===== config.mk =====
export PLATFORM = sky130hd
export DESIGN_NAME = mq_flag_status
export DESIGN_NICKNAME = d
export VERILOG_FILES = /design/src/mq_pkg.sv /design/src/mq_flag_status.sv
export SDC_FILE = /design/constraint.sdc
export NUM_CORES = 1
export LEC_CHECK = 0
export ABC_AREA = 1
export BUFFER_PORTS_ARGS = -buffer_cell sky130_fd_sc_hd__buf_2
export CORE_MARGIN = 2
export CORE_UTILIZATION = 25
export CTS_CLUSTER_SIZE = 8
export DETAILED_ROUTE_END_ITERATION = 6
export GPL_ROUTABILITY_DRIVEN = 0
export HOLD_SLACK_MARGIN = 0.15
export PLACE_DENSITY = 0.56
export RECOVER_POWER = 100
export SETUP_SLACK_MARGIN = 0.02
export SYNTH_ARGS = -nofsm -noshare
export SYNTH_HDL_FRONTEND = slang
export SYNTH_SLANG_ARGS = --single-unit

===== constraint.sdc =====
create_clock -name sys_clk -period 4.27 [get_ports sys_clk]
set_clock_uncertainty 0.1 [all_clocks]
set_input_delay 0.6405 -clock sys_clk [delete_from_list [all_inputs] [get_ports sys_clk]]
set_output_delay 0.6405 -clock sys_clk [all_outputs]
set_load 0.005 [all_outputs]

===== src/mq_pkg.sv =====
// Package: constants, types and register map of the multi-queue flag block
package mq_pkg;

	// ****************************************
	// Sizes
	// ****************************************
	localparam int NUM_QUEUES = 16; // Queues in one device
	localparam int SECTOR_SIZE = 8; // Queues per flag-bus sector
	localparam logic [2:0] DEVICE_ID = 3'h0; // Arbitrary, single-device id

	// ****************************************
	// Register offsets (byte addresses)
	// ****************************************
	localparam logic [7:0] REG_CTRL = 8'h00;
	localparam logic [7:0] REG_STATUS = 8'h04;
	localparam logic [7:0] REG_INT_STAT = 8'h08;
	localparam logic [7:0] REG_INT_MASK = 8'h0c;

	// ****************************************
	// Field positions and reset values
	// ****************************************
	localparam int CTRL_OUT_EN_BIT = 0; // Flag output drive enable
	localparam logic CTRL_OUT_EN_RST = 1'h1;
	localparam int ST_IN_W_LSB = 0; // Input width code, 2 bits
	localparam int ST_OUT_W_LSB = 2; // Output width code, 2 bits
	localparam int ST_PKT_BIT = 4;
	localparam int ST_POLL_BIT = 5;
	localparam int ST_RDQ_LSB = 6; // Read queue, 4 bits
	localparam int ST_WRQ_LSB = 10; // Write queue, 4 bits
	localparam int ST_SECTOR_BIT = 14;
	localparam int ST_OV_BIT = 15;
	localparam int ST_AE_BIT = 16;
	localparam int ST_AF_BIT = 17;
	localparam int NUM_EVENTS = 3;
	localparam int EV_EMPTY = 0; // Selected read queue went invalid
	localparam int EV_AFULL = 1; // Selected write queue went almost full
	localparam int EV_PRDY = 2; // Selected read queue has a packet
	localparam logic [2:0] INT_MASK_RST = 3'h0;

	// ****************************************
	// Bus responses
	// ****************************************
	localparam logic [1:0] RESP_OKAY = 2'h0;
	localparam logic [1:0] RESP_SLVERR = 2'h2;

	// ****************************************
	// Port width codes
	// ****************************************
	typedef enum logic [1:0] {
		MQ_W9 = 2'b00,
		MQ_W18 = 2'b01,
		MQ_W36 = 2'b10
	} mq_width_e;

	typedef struct packed {
		mq_width_e in_w;
		mq_width_e out_w;
	} mq_widths_s;

	// Per-queue status from the queue memory, bit n is queue n
	typedef struct packed {
		logic [15:0] empty;
		logic [15:0] almost_empty;
		logic [15:0] packet_ready;
		logic [15:0] almost_full;
	} mq_qstat_s;

	// Configuration straps caught at master reset
	typedef struct packed {
		logic output_width_select;
		logic input_width_select;
		logic bus_matching_select;
		logic packet_mode_select;
		logic flag_bus_mode_select;
	} mq_straps_s;

endpackage : mq_pkg


===== src/mq_flag_status.sv =====
// Flag status outputs of a 16-queue FIFO device with an AXI4-Lite port
`timescale 1ns/1ps
module mq_flag_status (
	input wire logic sys_clk,
	input wire logic rst,
	// Device side
	input wire logic master_reset_n,
	input wire mq_pkg::mq_straps_s straps,
	input wire mq_pkg::mq_qstat_s qstat,
	input wire logic [7:0] read_queue_address,
	input wire logic read_address_enable,
	input wire logic read_flag_strobe,
	input wire logic [7:0] write_queue_address,
	input wire logic write_address_enable,
	output logic output_valid_n,
	output logic output_valid_oe,
	output logic almost_empty_flag_n,
	output logic packet_ready_flag_n,
	output logic almost_full_flag_n,
	output logic [7:0] read_side_flag_bus,
	output logic read_side_flag_bus_oe,
	output logic read_side_flag_sector,
	output logic irq,
	// AXI4-Lite slave
	input wire logic [7:0] s_axi_awaddr,
	input wire logic s_axi_awvalid,
	output logic s_axi_awready,
	input wire logic [31:0] s_axi_wdata,
	input wire logic [3:0] s_axi_wstrb,
	input wire logic s_axi_wvalid,
	output logic s_axi_wready,
	output logic [1:0] s_axi_bresp,
	output logic s_axi_bvalid,
	input wire logic s_axi_bready,
	input wire logic [7:0] s_axi_araddr,
	input wire logic s_axi_arvalid,
	output logic s_axi_arready,
	output logic [31:0] s_axi_rdata,
	output logic [1:0] s_axi_rresp,
	output logic s_axi_rvalid,
	input wire logic s_axi_rready
);

	// ****************************************
	// Helpers
	// ****************************************

	// Port widths from the three width straps; one port is always x36
	function automatic mq_pkg::mq_widths_s width_decode(
		input mq_pkg::mq_straps_s st
	);
		mq_pkg::mq_widths_s w;
		w.in_w = mq_pkg::MQ_W36;
		w.out_w = mq_pkg::MQ_W36;
		if (st.bus_matching_select)
		begin
			unique case ({st.input_width_select, st.output_width_select})
				2'b00: w.in_w = mq_pkg::MQ_W18;
				2'b01: w.in_w = mq_pkg::MQ_W9;
				2'b10: w.out_w = mq_pkg::MQ_W18;
				2'b11: w.out_w = mq_pkg::MQ_W9;
			endcase
		end
		return w;
	endfunction : width_decode

	// Address is for this device when the top three bits match its id
	function automatic logic id_match(input logic [7:0] addr);
		return addr[7:5] == mq_pkg::DEVICE_ID;
	endfunction : id_match

	// ****************************************
	// State
	// ****************************************
	typedef struct packed {
		mq_pkg::mq_straps_s straps; // Straps caught at master reset
		logic [3:0] rd_q; // Queue selected for reading
		logic rd_dev; // This device selected on read port
		logic [3:0] rd_p1; // Read selection, one stage later
		logic rd_p1v; // Device selection, one stage later
		logic ov_n;
		logic ov_oe;
		logic ae_n;
		logic pr_n;
		logic [7:0] rfb; // Read-side flag bus
		logic rfb_oe;
		logic sector; // Sector to load onto the bus
		logic rfb_sector; // Sector shown on the bus now
		logic bus_dev; // Device owns the flag bus (direct mode)
		logic [3:0] wr_q; // Queue selected for writing
		logic af_n;
		logic out_en; // Software drive enable for flag outputs
		logic [2:0] int_stat;
		logic [2:0] int_mask;
		logic irq;
		logic awready;
		logic wready;
		logic aw_got;
		logic w_got;
		logic [7:0] awaddr;
		logic [31:0] wdata;
		logic [3:0] wstrb;
		logic bvalid;
		logic [1:0] bresp;
		logic arready;
		logic rvalid;
		logic [31:0] rdata;
		logic [1:0] rresp;
	} mq_state_s;

	mq_state_s st_ff; // Registered state
	mq_state_s nxt_st; // Next state
	mq_pkg::mq_widths_s widths; // Decoded port widths
	logic pkt_mode; // Packet mode in effect
	logic polled; // Polled flag-bus mode in effect
	logic [15:0] bus_src; // Status feeding the flag bus
	logic [31:0] status_word; // Read value of the status register
	logic [2:0] events; // One-cycle event pulses

	// ****************************************
	// Configuration decode
	// ****************************************

	// Packet mode only holds with both ports x36, else fall back
	always_comb
	begin
		widths = width_decode(st_ff.straps);
		pkt_mode = st_ff.straps.packet_mode_select
			&& widths.in_w == mq_pkg::MQ_W36
			&& widths.out_w == mq_pkg::MQ_W36;
		polled = st_ff.straps.flag_bus_mode_select;
		bus_src = pkt_mode ? qstat.packet_ready
			: qstat.almost_empty;
		status_word = 32'h0;
		status_word[mq_pkg::ST_IN_W_LSB +: 2] = widths.in_w;
		status_word[mq_pkg::ST_OUT_W_LSB +: 2] = widths.out_w;
		status_word[mq_pkg::ST_PKT_BIT] = pkt_mode;
		status_word[mq_pkg::ST_POLL_BIT] = polled;
		status_word[mq_pkg::ST_RDQ_LSB +: 4] = st_ff.rd_q;
		status_word[mq_pkg::ST_WRQ_LSB +: 4] = st_ff.wr_q;
		status_word[mq_pkg::ST_SECTOR_BIT] = st_ff.rfb_sector;
		status_word[mq_pkg::ST_OV_BIT] = st_ff.ov_n;
		status_word[mq_pkg::ST_AE_BIT] = st_ff.ae_n;
		status_word[mq_pkg::ST_AF_BIT] = st_ff.af_n;
	end

	// ****************************************
	// Next-state logic
	// ****************************************
	always_comb
	begin
		logic aw_have;
		logic w_have;
		logic [7:0] waddr;
		logic [31:0] wd;
		logic [3:0] ws;
		aw_have = 1'b0;
		w_have = 1'b0;
		waddr = 8'h0;
		wd = 32'h0;
		ws = 4'h0;
		nxt_st = st_ff;

		// Straps are followed while master reset is low, then frozen;
		// the host must keep them still afterwards
		if (!master_reset_n)
		begin
			nxt_st.straps = straps;
		end

		// Read port queue selection
		if (read_address_enable)
		begin
			nxt_st.rd_dev = id_match(read_queue_address);
			nxt_st.rd_q = read_queue_address[3:0];
		end

		// Selection walks one extra stage so the valid flag lags the
		// selection by two edges, matching the data path
		nxt_st.rd_p1 = st_ff.rd_q;
		nxt_st.rd_p1v = st_ff.rd_dev;
		nxt_st.ov_n = qstat.empty[st_ff.rd_p1];
		nxt_st.ov_oe = st_ff.rd_p1v && st_ff.out_en;

		// Discrete read flags follow the current read queue
		nxt_st.ae_n = !qstat.almost_empty[st_ff.rd_q];
		nxt_st.pr_n = !(pkt_mode && qstat.packet_ready[st_ff.rd_q]);

		// Sector selection: polled alternates, direct follows strobe
		if (polled)
		begin
			nxt_st.sector = !st_ff.sector;
			nxt_st.bus_dev = 1'b1;
		end
		else if (read_flag_strobe)
		begin
			nxt_st.sector = read_queue_address[3];
			nxt_st.bus_dev = id_match(read_queue_address);
		end

		// Bus carries inverted status of the chosen sector; the selected
		// queue's almost-empty (packet-ready in packet mode) shows on its line only while its sector is chosen
		nxt_st.rfb = st_ff.sector ? ~bus_src[15:8]
			: ~bus_src[7:0];
		nxt_st.rfb_sector = st_ff.sector;
		nxt_st.rfb_oe = st_ff.bus_dev && st_ff.out_en;

		// Write port queue selection and almost-full flag; the write
		// flag bus itself lives outside this block
		if (write_address_enable && id_match(write_queue_address))
		begin
			nxt_st.wr_q = write_queue_address[3:0];
		end
		nxt_st.af_n = !qstat.almost_full[st_ff.wr_q];

		// Master reset puts selection back to queue 0, sector 0
		if (!master_reset_n)
		begin
			nxt_st.rd_q = 4'h0;
			nxt_st.wr_q = 4'h0;
			nxt_st.sector = 1'b0;
		end

		// Write channel: address and data taken in either order
		if (st_ff.awready && s_axi_awvalid)
		begin
			nxt_st.aw_got = 1'b1;
			nxt_st.awaddr = s_axi_awaddr;
		end
		if (st_ff.wready && s_axi_wvalid)
		begin
			nxt_st.w_got = 1'b1;
			nxt_st.wdata = s_axi_wdata;
			nxt_st.wstrb = s_axi_wstrb;
		end
		aw_have = nxt_st.aw_got;
		w_have = nxt_st.w_got;
		waddr = nxt_st.awaddr;
		wd = nxt_st.wdata;
		ws = nxt_st.wstrb;

		// Events set sticky bits; a set in the clear cycle wins below
		events[mq_pkg::EV_EMPTY] = nxt_st.ov_n && !st_ff.ov_n;
		events[mq_pkg::EV_AFULL] = !nxt_st.af_n && st_ff.af_n;
		events[mq_pkg::EV_PRDY] = !nxt_st.pr_n && st_ff.pr_n;

		// Perform the write once both halves are in
		if (aw_have && w_have && !st_ff.bvalid)
		begin
			nxt_st.aw_got = 1'b0;
			nxt_st.w_got = 1'b0;
			nxt_st.bvalid = 1'b1;
			nxt_st.bresp = mq_pkg::RESP_OKAY;
			unique case (waddr)
				mq_pkg::REG_CTRL:
				begin
					if (ws[0])
					begin
						nxt_st.out_en = wd[mq_pkg::CTRL_OUT_EN_BIT];
					end
				end
				mq_pkg::REG_STATUS:
				begin
					// Read-only; write is accepted and dropped
				end
				mq_pkg::REG_INT_STAT:
				begin
					if (ws[0])
					begin
						nxt_st.int_stat = st_ff.int_stat & ~wd[2:0];
					end
				end
				mq_pkg::REG_INT_MASK:
				begin
					if (ws[0])
					begin
						nxt_st.int_mask = wd[2:0];
					end
				end
				default:
				begin
					nxt_st.bresp = mq_pkg::RESP_SLVERR;
				end
			endcase
		end
		else if (st_ff.bvalid && s_axi_bready)
		begin
			nxt_st.bvalid = 1'b0;
		end
		nxt_st.int_stat = nxt_st.int_stat | events;
		nxt_st.irq = |(nxt_st.int_stat & nxt_st.int_mask);

		// Ready is dropped while a half is held or a response waits
		nxt_st.awready = !nxt_st.aw_got && !nxt_st.bvalid;
		nxt_st.wready = !nxt_st.w_got && !nxt_st.bvalid;

		// Read channel: one read at a time, answered next edge
		if (st_ff.arready && s_axi_arvalid)
		begin
			nxt_st.rvalid = 1'b1;
			nxt_st.rresp = mq_pkg::RESP_OKAY;
			nxt_st.rdata = 32'h0;
			unique case (s_axi_araddr)
				mq_pkg::REG_CTRL:
					nxt_st.rdata[mq_pkg::CTRL_OUT_EN_BIT] = st_ff.out_en;
				mq_pkg::REG_STATUS: nxt_st.rdata = status_word;
				mq_pkg::REG_INT_STAT: nxt_st.rdata[2:0] = st_ff.int_stat;
				mq_pkg::REG_INT_MASK: nxt_st.rdata[2:0] = st_ff.int_mask;
				default: nxt_st.rresp = mq_pkg::RESP_SLVERR;
			endcase
		end
		else if (st_ff.rvalid && s_axi_rready)
		begin
			nxt_st.rvalid = 1'b0;
		end
		nxt_st.arready = !nxt_st.rvalid;
	end

	// ****************************************
	// State register
	// ****************************************

	// Synchronous reset: flags inactive, outputs floated only until the device
	// selection loaded by reset reaches the enables (one edge for the flag bus,
	// two for output valid), bus ready to take requests
	always_ff @(posedge sys_clk)
	begin
		if (rst)
		begin
			st_ff <= '0;
			st_ff.rd_dev <= 1'b1;
			st_ff.ov_n <= 1'b1;
			st_ff.ae_n <= 1'b1;
			st_ff.pr_n <= 1'b1;
			st_ff.af_n <= 1'b1;
			st_ff.rfb <= 8'hff;
			st_ff.bus_dev <= 1'b1;
			st_ff.out_en <= mq_pkg::CTRL_OUT_EN_RST;
			st_ff.int_mask <= mq_pkg::INT_MASK_RST;
			st_ff.awready <= 1'b1;
			st_ff.wready <= 1'b1;
			st_ff.arready <= 1'b1;
		end
		else
		begin
			st_ff <= nxt_st;
		end
	end

	// ****************************************
	// Outputs, all straight from the state register
	// ****************************************
	assign output_valid_n = st_ff.ov_n;
	assign output_valid_oe = st_ff.ov_oe;
	assign almost_empty_flag_n = st_ff.ae_n;
	assign packet_ready_flag_n = st_ff.pr_n;
	assign almost_full_flag_n = st_ff.af_n;
	assign read_side_flag_bus = st_ff.rfb;
	assign read_side_flag_bus_oe = st_ff.rfb_oe;
	assign read_side_flag_sector = st_ff.rfb_sector;
	assign irq = st_ff.irq;
	assign s_axi_awready = st_ff.awready;
	assign s_axi_wready = st_ff.wready;
	assign s_axi_bresp = st_ff.bresp;
	assign s_axi_bvalid = st_ff.bvalid;
	assign s_axi_arready = st_ff.arready;
	assign s_axi_rdata = st_ff.rdata;
	assign s_axi_rresp = st_ff.rresp;
	assign s_axi_rvalid = st_ff.rvalid;

endmodule : mq_flag_status


==> metrics.cfg <==
[timing]
setup_violations=0
post-route-period-util_pct=54.5
slew-limit-headroom_pct=37.7
post-route-min-period_ns=2.33
max_freq_ghz=0.429
setup_tns_ns=0
slew_violations=0
tightest_slew_ns=0.928
rsz0062_at_grt=no
holdWs_ns=0.327
finalHoldViolations=0

[detailed_routing]
wl_per_cell_microns=12.4
drt_iter0_markers=207
via_count=4212
first_pass_iters=4
drc=0
final_antenna_net_count=0
routed_wl_mm=12.2
vias_per_cell=4.29

[setup_path]
critPathRequiredTime_ns=4.39
timing.rr.end=irq$_SDFF_PP0_
path_class=flip-flop to flip-flop
r2r-start=s_axi_awready$_SDFF_PP1_
worstSetupEndpointType=flip-flop
r2r_cells=9
r2r_setup_slack_ns=1.94
worstPathArrival_ns=2.45
cp_max_fo=12
startpoint=s_axi_awready$_SDFF_PP1_
cp-endpoint=irq$_SDFF_PP0_
worstSetupStartpointType=flip-flop

[floorplanning]
start_util_pct=25.3
num_rows=48
io_pins=205
dieHeight_microns=136
fp.dieArea_sq_um=18400
core_area_sq_um=17100
die_w_microns=136

[global_routing]
grt_overflow=0
grt_max_degree=40
antenna_found_initial=0
grt_pass1_vias=3886
grt_pass1_wl_mm=19.1
grtUsageTotal_pct=13.3

[cells_and_area]
seqCellArea_sq_um=1660
diodes=0
nets=901
drive_above_1_share_pct=20.2
multi_input_area_sq_um=1940
fillers=1952
syn_to_final_growth_pct=20.4

[synth]
yosysMostFrequentCell=nand2_1
synth_top_cell_by_area=dfxtp_1
synthTopCellsByArea=dfxtp_1 (38%), nand2_1 (10%), buf_4 (7.6%)
yosysSeqAreaShare_pct=38.3
yosys_warnings=0
ys_ff_latch=83
synthDistinctLibCells=36
synth_commonest_cells=nand2_1 (121), dfxtp_1 (83), inv_1 (83), o21ai_0 (63), nand3_1 (59)
synth.top_cell.area_share_pct=38.3
avgSynthCellArea_sq_um=6.79
mappedNetlistArea_sq_um=4340
syn_inst=639
synthArstFlopShare_pct=0
synth-edff-count=0
synth_flop_cell=dfxtp_1

[flow_run]
max-cap-violations=0

[clock_tree]
cts_tree=done
clock_sinks=83
post_cts_buffers=0
clk_path_buf_depth=2
numCtsBuffers=9
cts_hold_buffers=0
h-tree-depth=3
clk_pin_slew_ns=0.06
cts_resized=0
cts-root-buf=clkbuf_16
clock_latency_ns=0.34

[outcome]
outcome=complete, no violations

[placement]
hpwl_mm=9.38
port_buffers=154

[hold_path]
hold_class=flip-flop to flip-flop

[pwr]
p_per_area_nw_per_um2=377
p_leak_nw=2.44
ir_worst_vdd_uv=158
total_power_mw=1.97

-- critical path, cell delays in order (launching register included) --
cell	delay, ns
dfxtp_1	0.42
nand2_1	0.39
nand2_1	0.21
nand3_1	0.27
nor2_1	0.36
nand3_4	0.13
nand2_1	0.07
o21ai_0	0.09
nand2_1	0.11
nand3_1	0.07
-- layout make-up --
class	instances	share of cell area, %
multi-input cells	417	37.1
flip-flops and latches	83	31.8
repair buffers	154	14.0
inverters	88	6.32
well taps	225	5.39
clock buffers	13	5.17
clock inverters	2	0.192
-- state kept, by name (all words and copies together) (netlist names), 6 cells and up --
| register | flops |
|---|---|
| read_side_flag_bus | 8 |
| nxt_st | 6 |
| s_axi_rdata | 18 |
| st_ff | 35 |
-- per-layer routing --
layer | part of all wire, % | vias up | track usage (%)
li1 | - | 2218 | -
met4 | 1.6 | 0 | 4.75
met5 | 0 | - | 0
met2 | 44 | 118 | 20.8
met3 | 6.5 | 17 | 3.37
met1 | 48 | 1859 | 17.8
-- placed cells by master (no fill, tap or decap), types with 9 or more instances in the layout --
master / Yosys / final
conb_1: 1 / 16
clkbuf_16: 0 / 9
nand3_1: 59 / 60
buf_2: 5 / 121
dfxtp_1: 83 / 83
nor2_1: 57 / 58
o21ai_0: 63 / 65
nand2_1: 121 / 123
inv_1: 83 / 83
a21oi_1: 48 / 48
clkbuf_1: 12 / 34
-- power by group --
group,switching (mW),leakage (nW),internal [mW],total (mW)
sequential,0.0373,0.684,0.842,0.879
combinational,0.222,1.62,0.133,0.355
clock,0.296,0.141,0.436,0.733
-- stage by stage --
step                      setup slack [ns]  utilization, %  instances  instance area, sq um
final                                 1.94            30.5        982                  5220
after global routing                  1.65            30.5        982                  5220
after CTS                             2.10            31.0        982                  5300
after detailed placement              1.73            29.3        967                  5020
after global placement                1.74            29.3        967                  5020
after floorplan                       2.45               -        654                  4390
-- worst min-delay path by stage --
| stage | startpoint | to | cells past startpoint |
|---|---|---|---|
| 2_1_floorplan | st_ff[116]$_SDFF_PP0_ | output_valid_oe$_SDFF_PP0_ | 2 |
| 5_1_grt | nxt_st[116]$_SDFFE_PP1P_ | st_ff[116]$_SDFF_PP0_ | 2 |
| 3_3_place_gp | nxt_st[116]$_SDFFE_PP1P_ | st_ff[116]$_SDFF_PP0_ | 2 |
| 3_5_place_dp | nxt_st[116]$_SDFFE_PP1P_ | st_ff[116]$_SDFF_PP0_ | 2 |
| 6_report | nxt_st[116]$_SDFFE_PP1P_ | st_ff[116]$_SDFF_PP0_ | 2 |
| 4_1_cts | nxt_st[116]$_SDFFE_PP1P_ | st_ff[116]$_SDFF_PP0_ | 2 |
-- kinds of logic (layout without fill, tap and decap cells) --
group	after synthesis	count (layout)	synth area share [%]
flip-flops	83	83	38.3
other	1	16	0.0864
buffers and inverters	154	257	17.5
AO/OA/AOI/OAI	130	130	15.9
AND/OR/NAND/NOR	271	271	28.2
No activity file was read; power rests on OpenSTA's default activity.
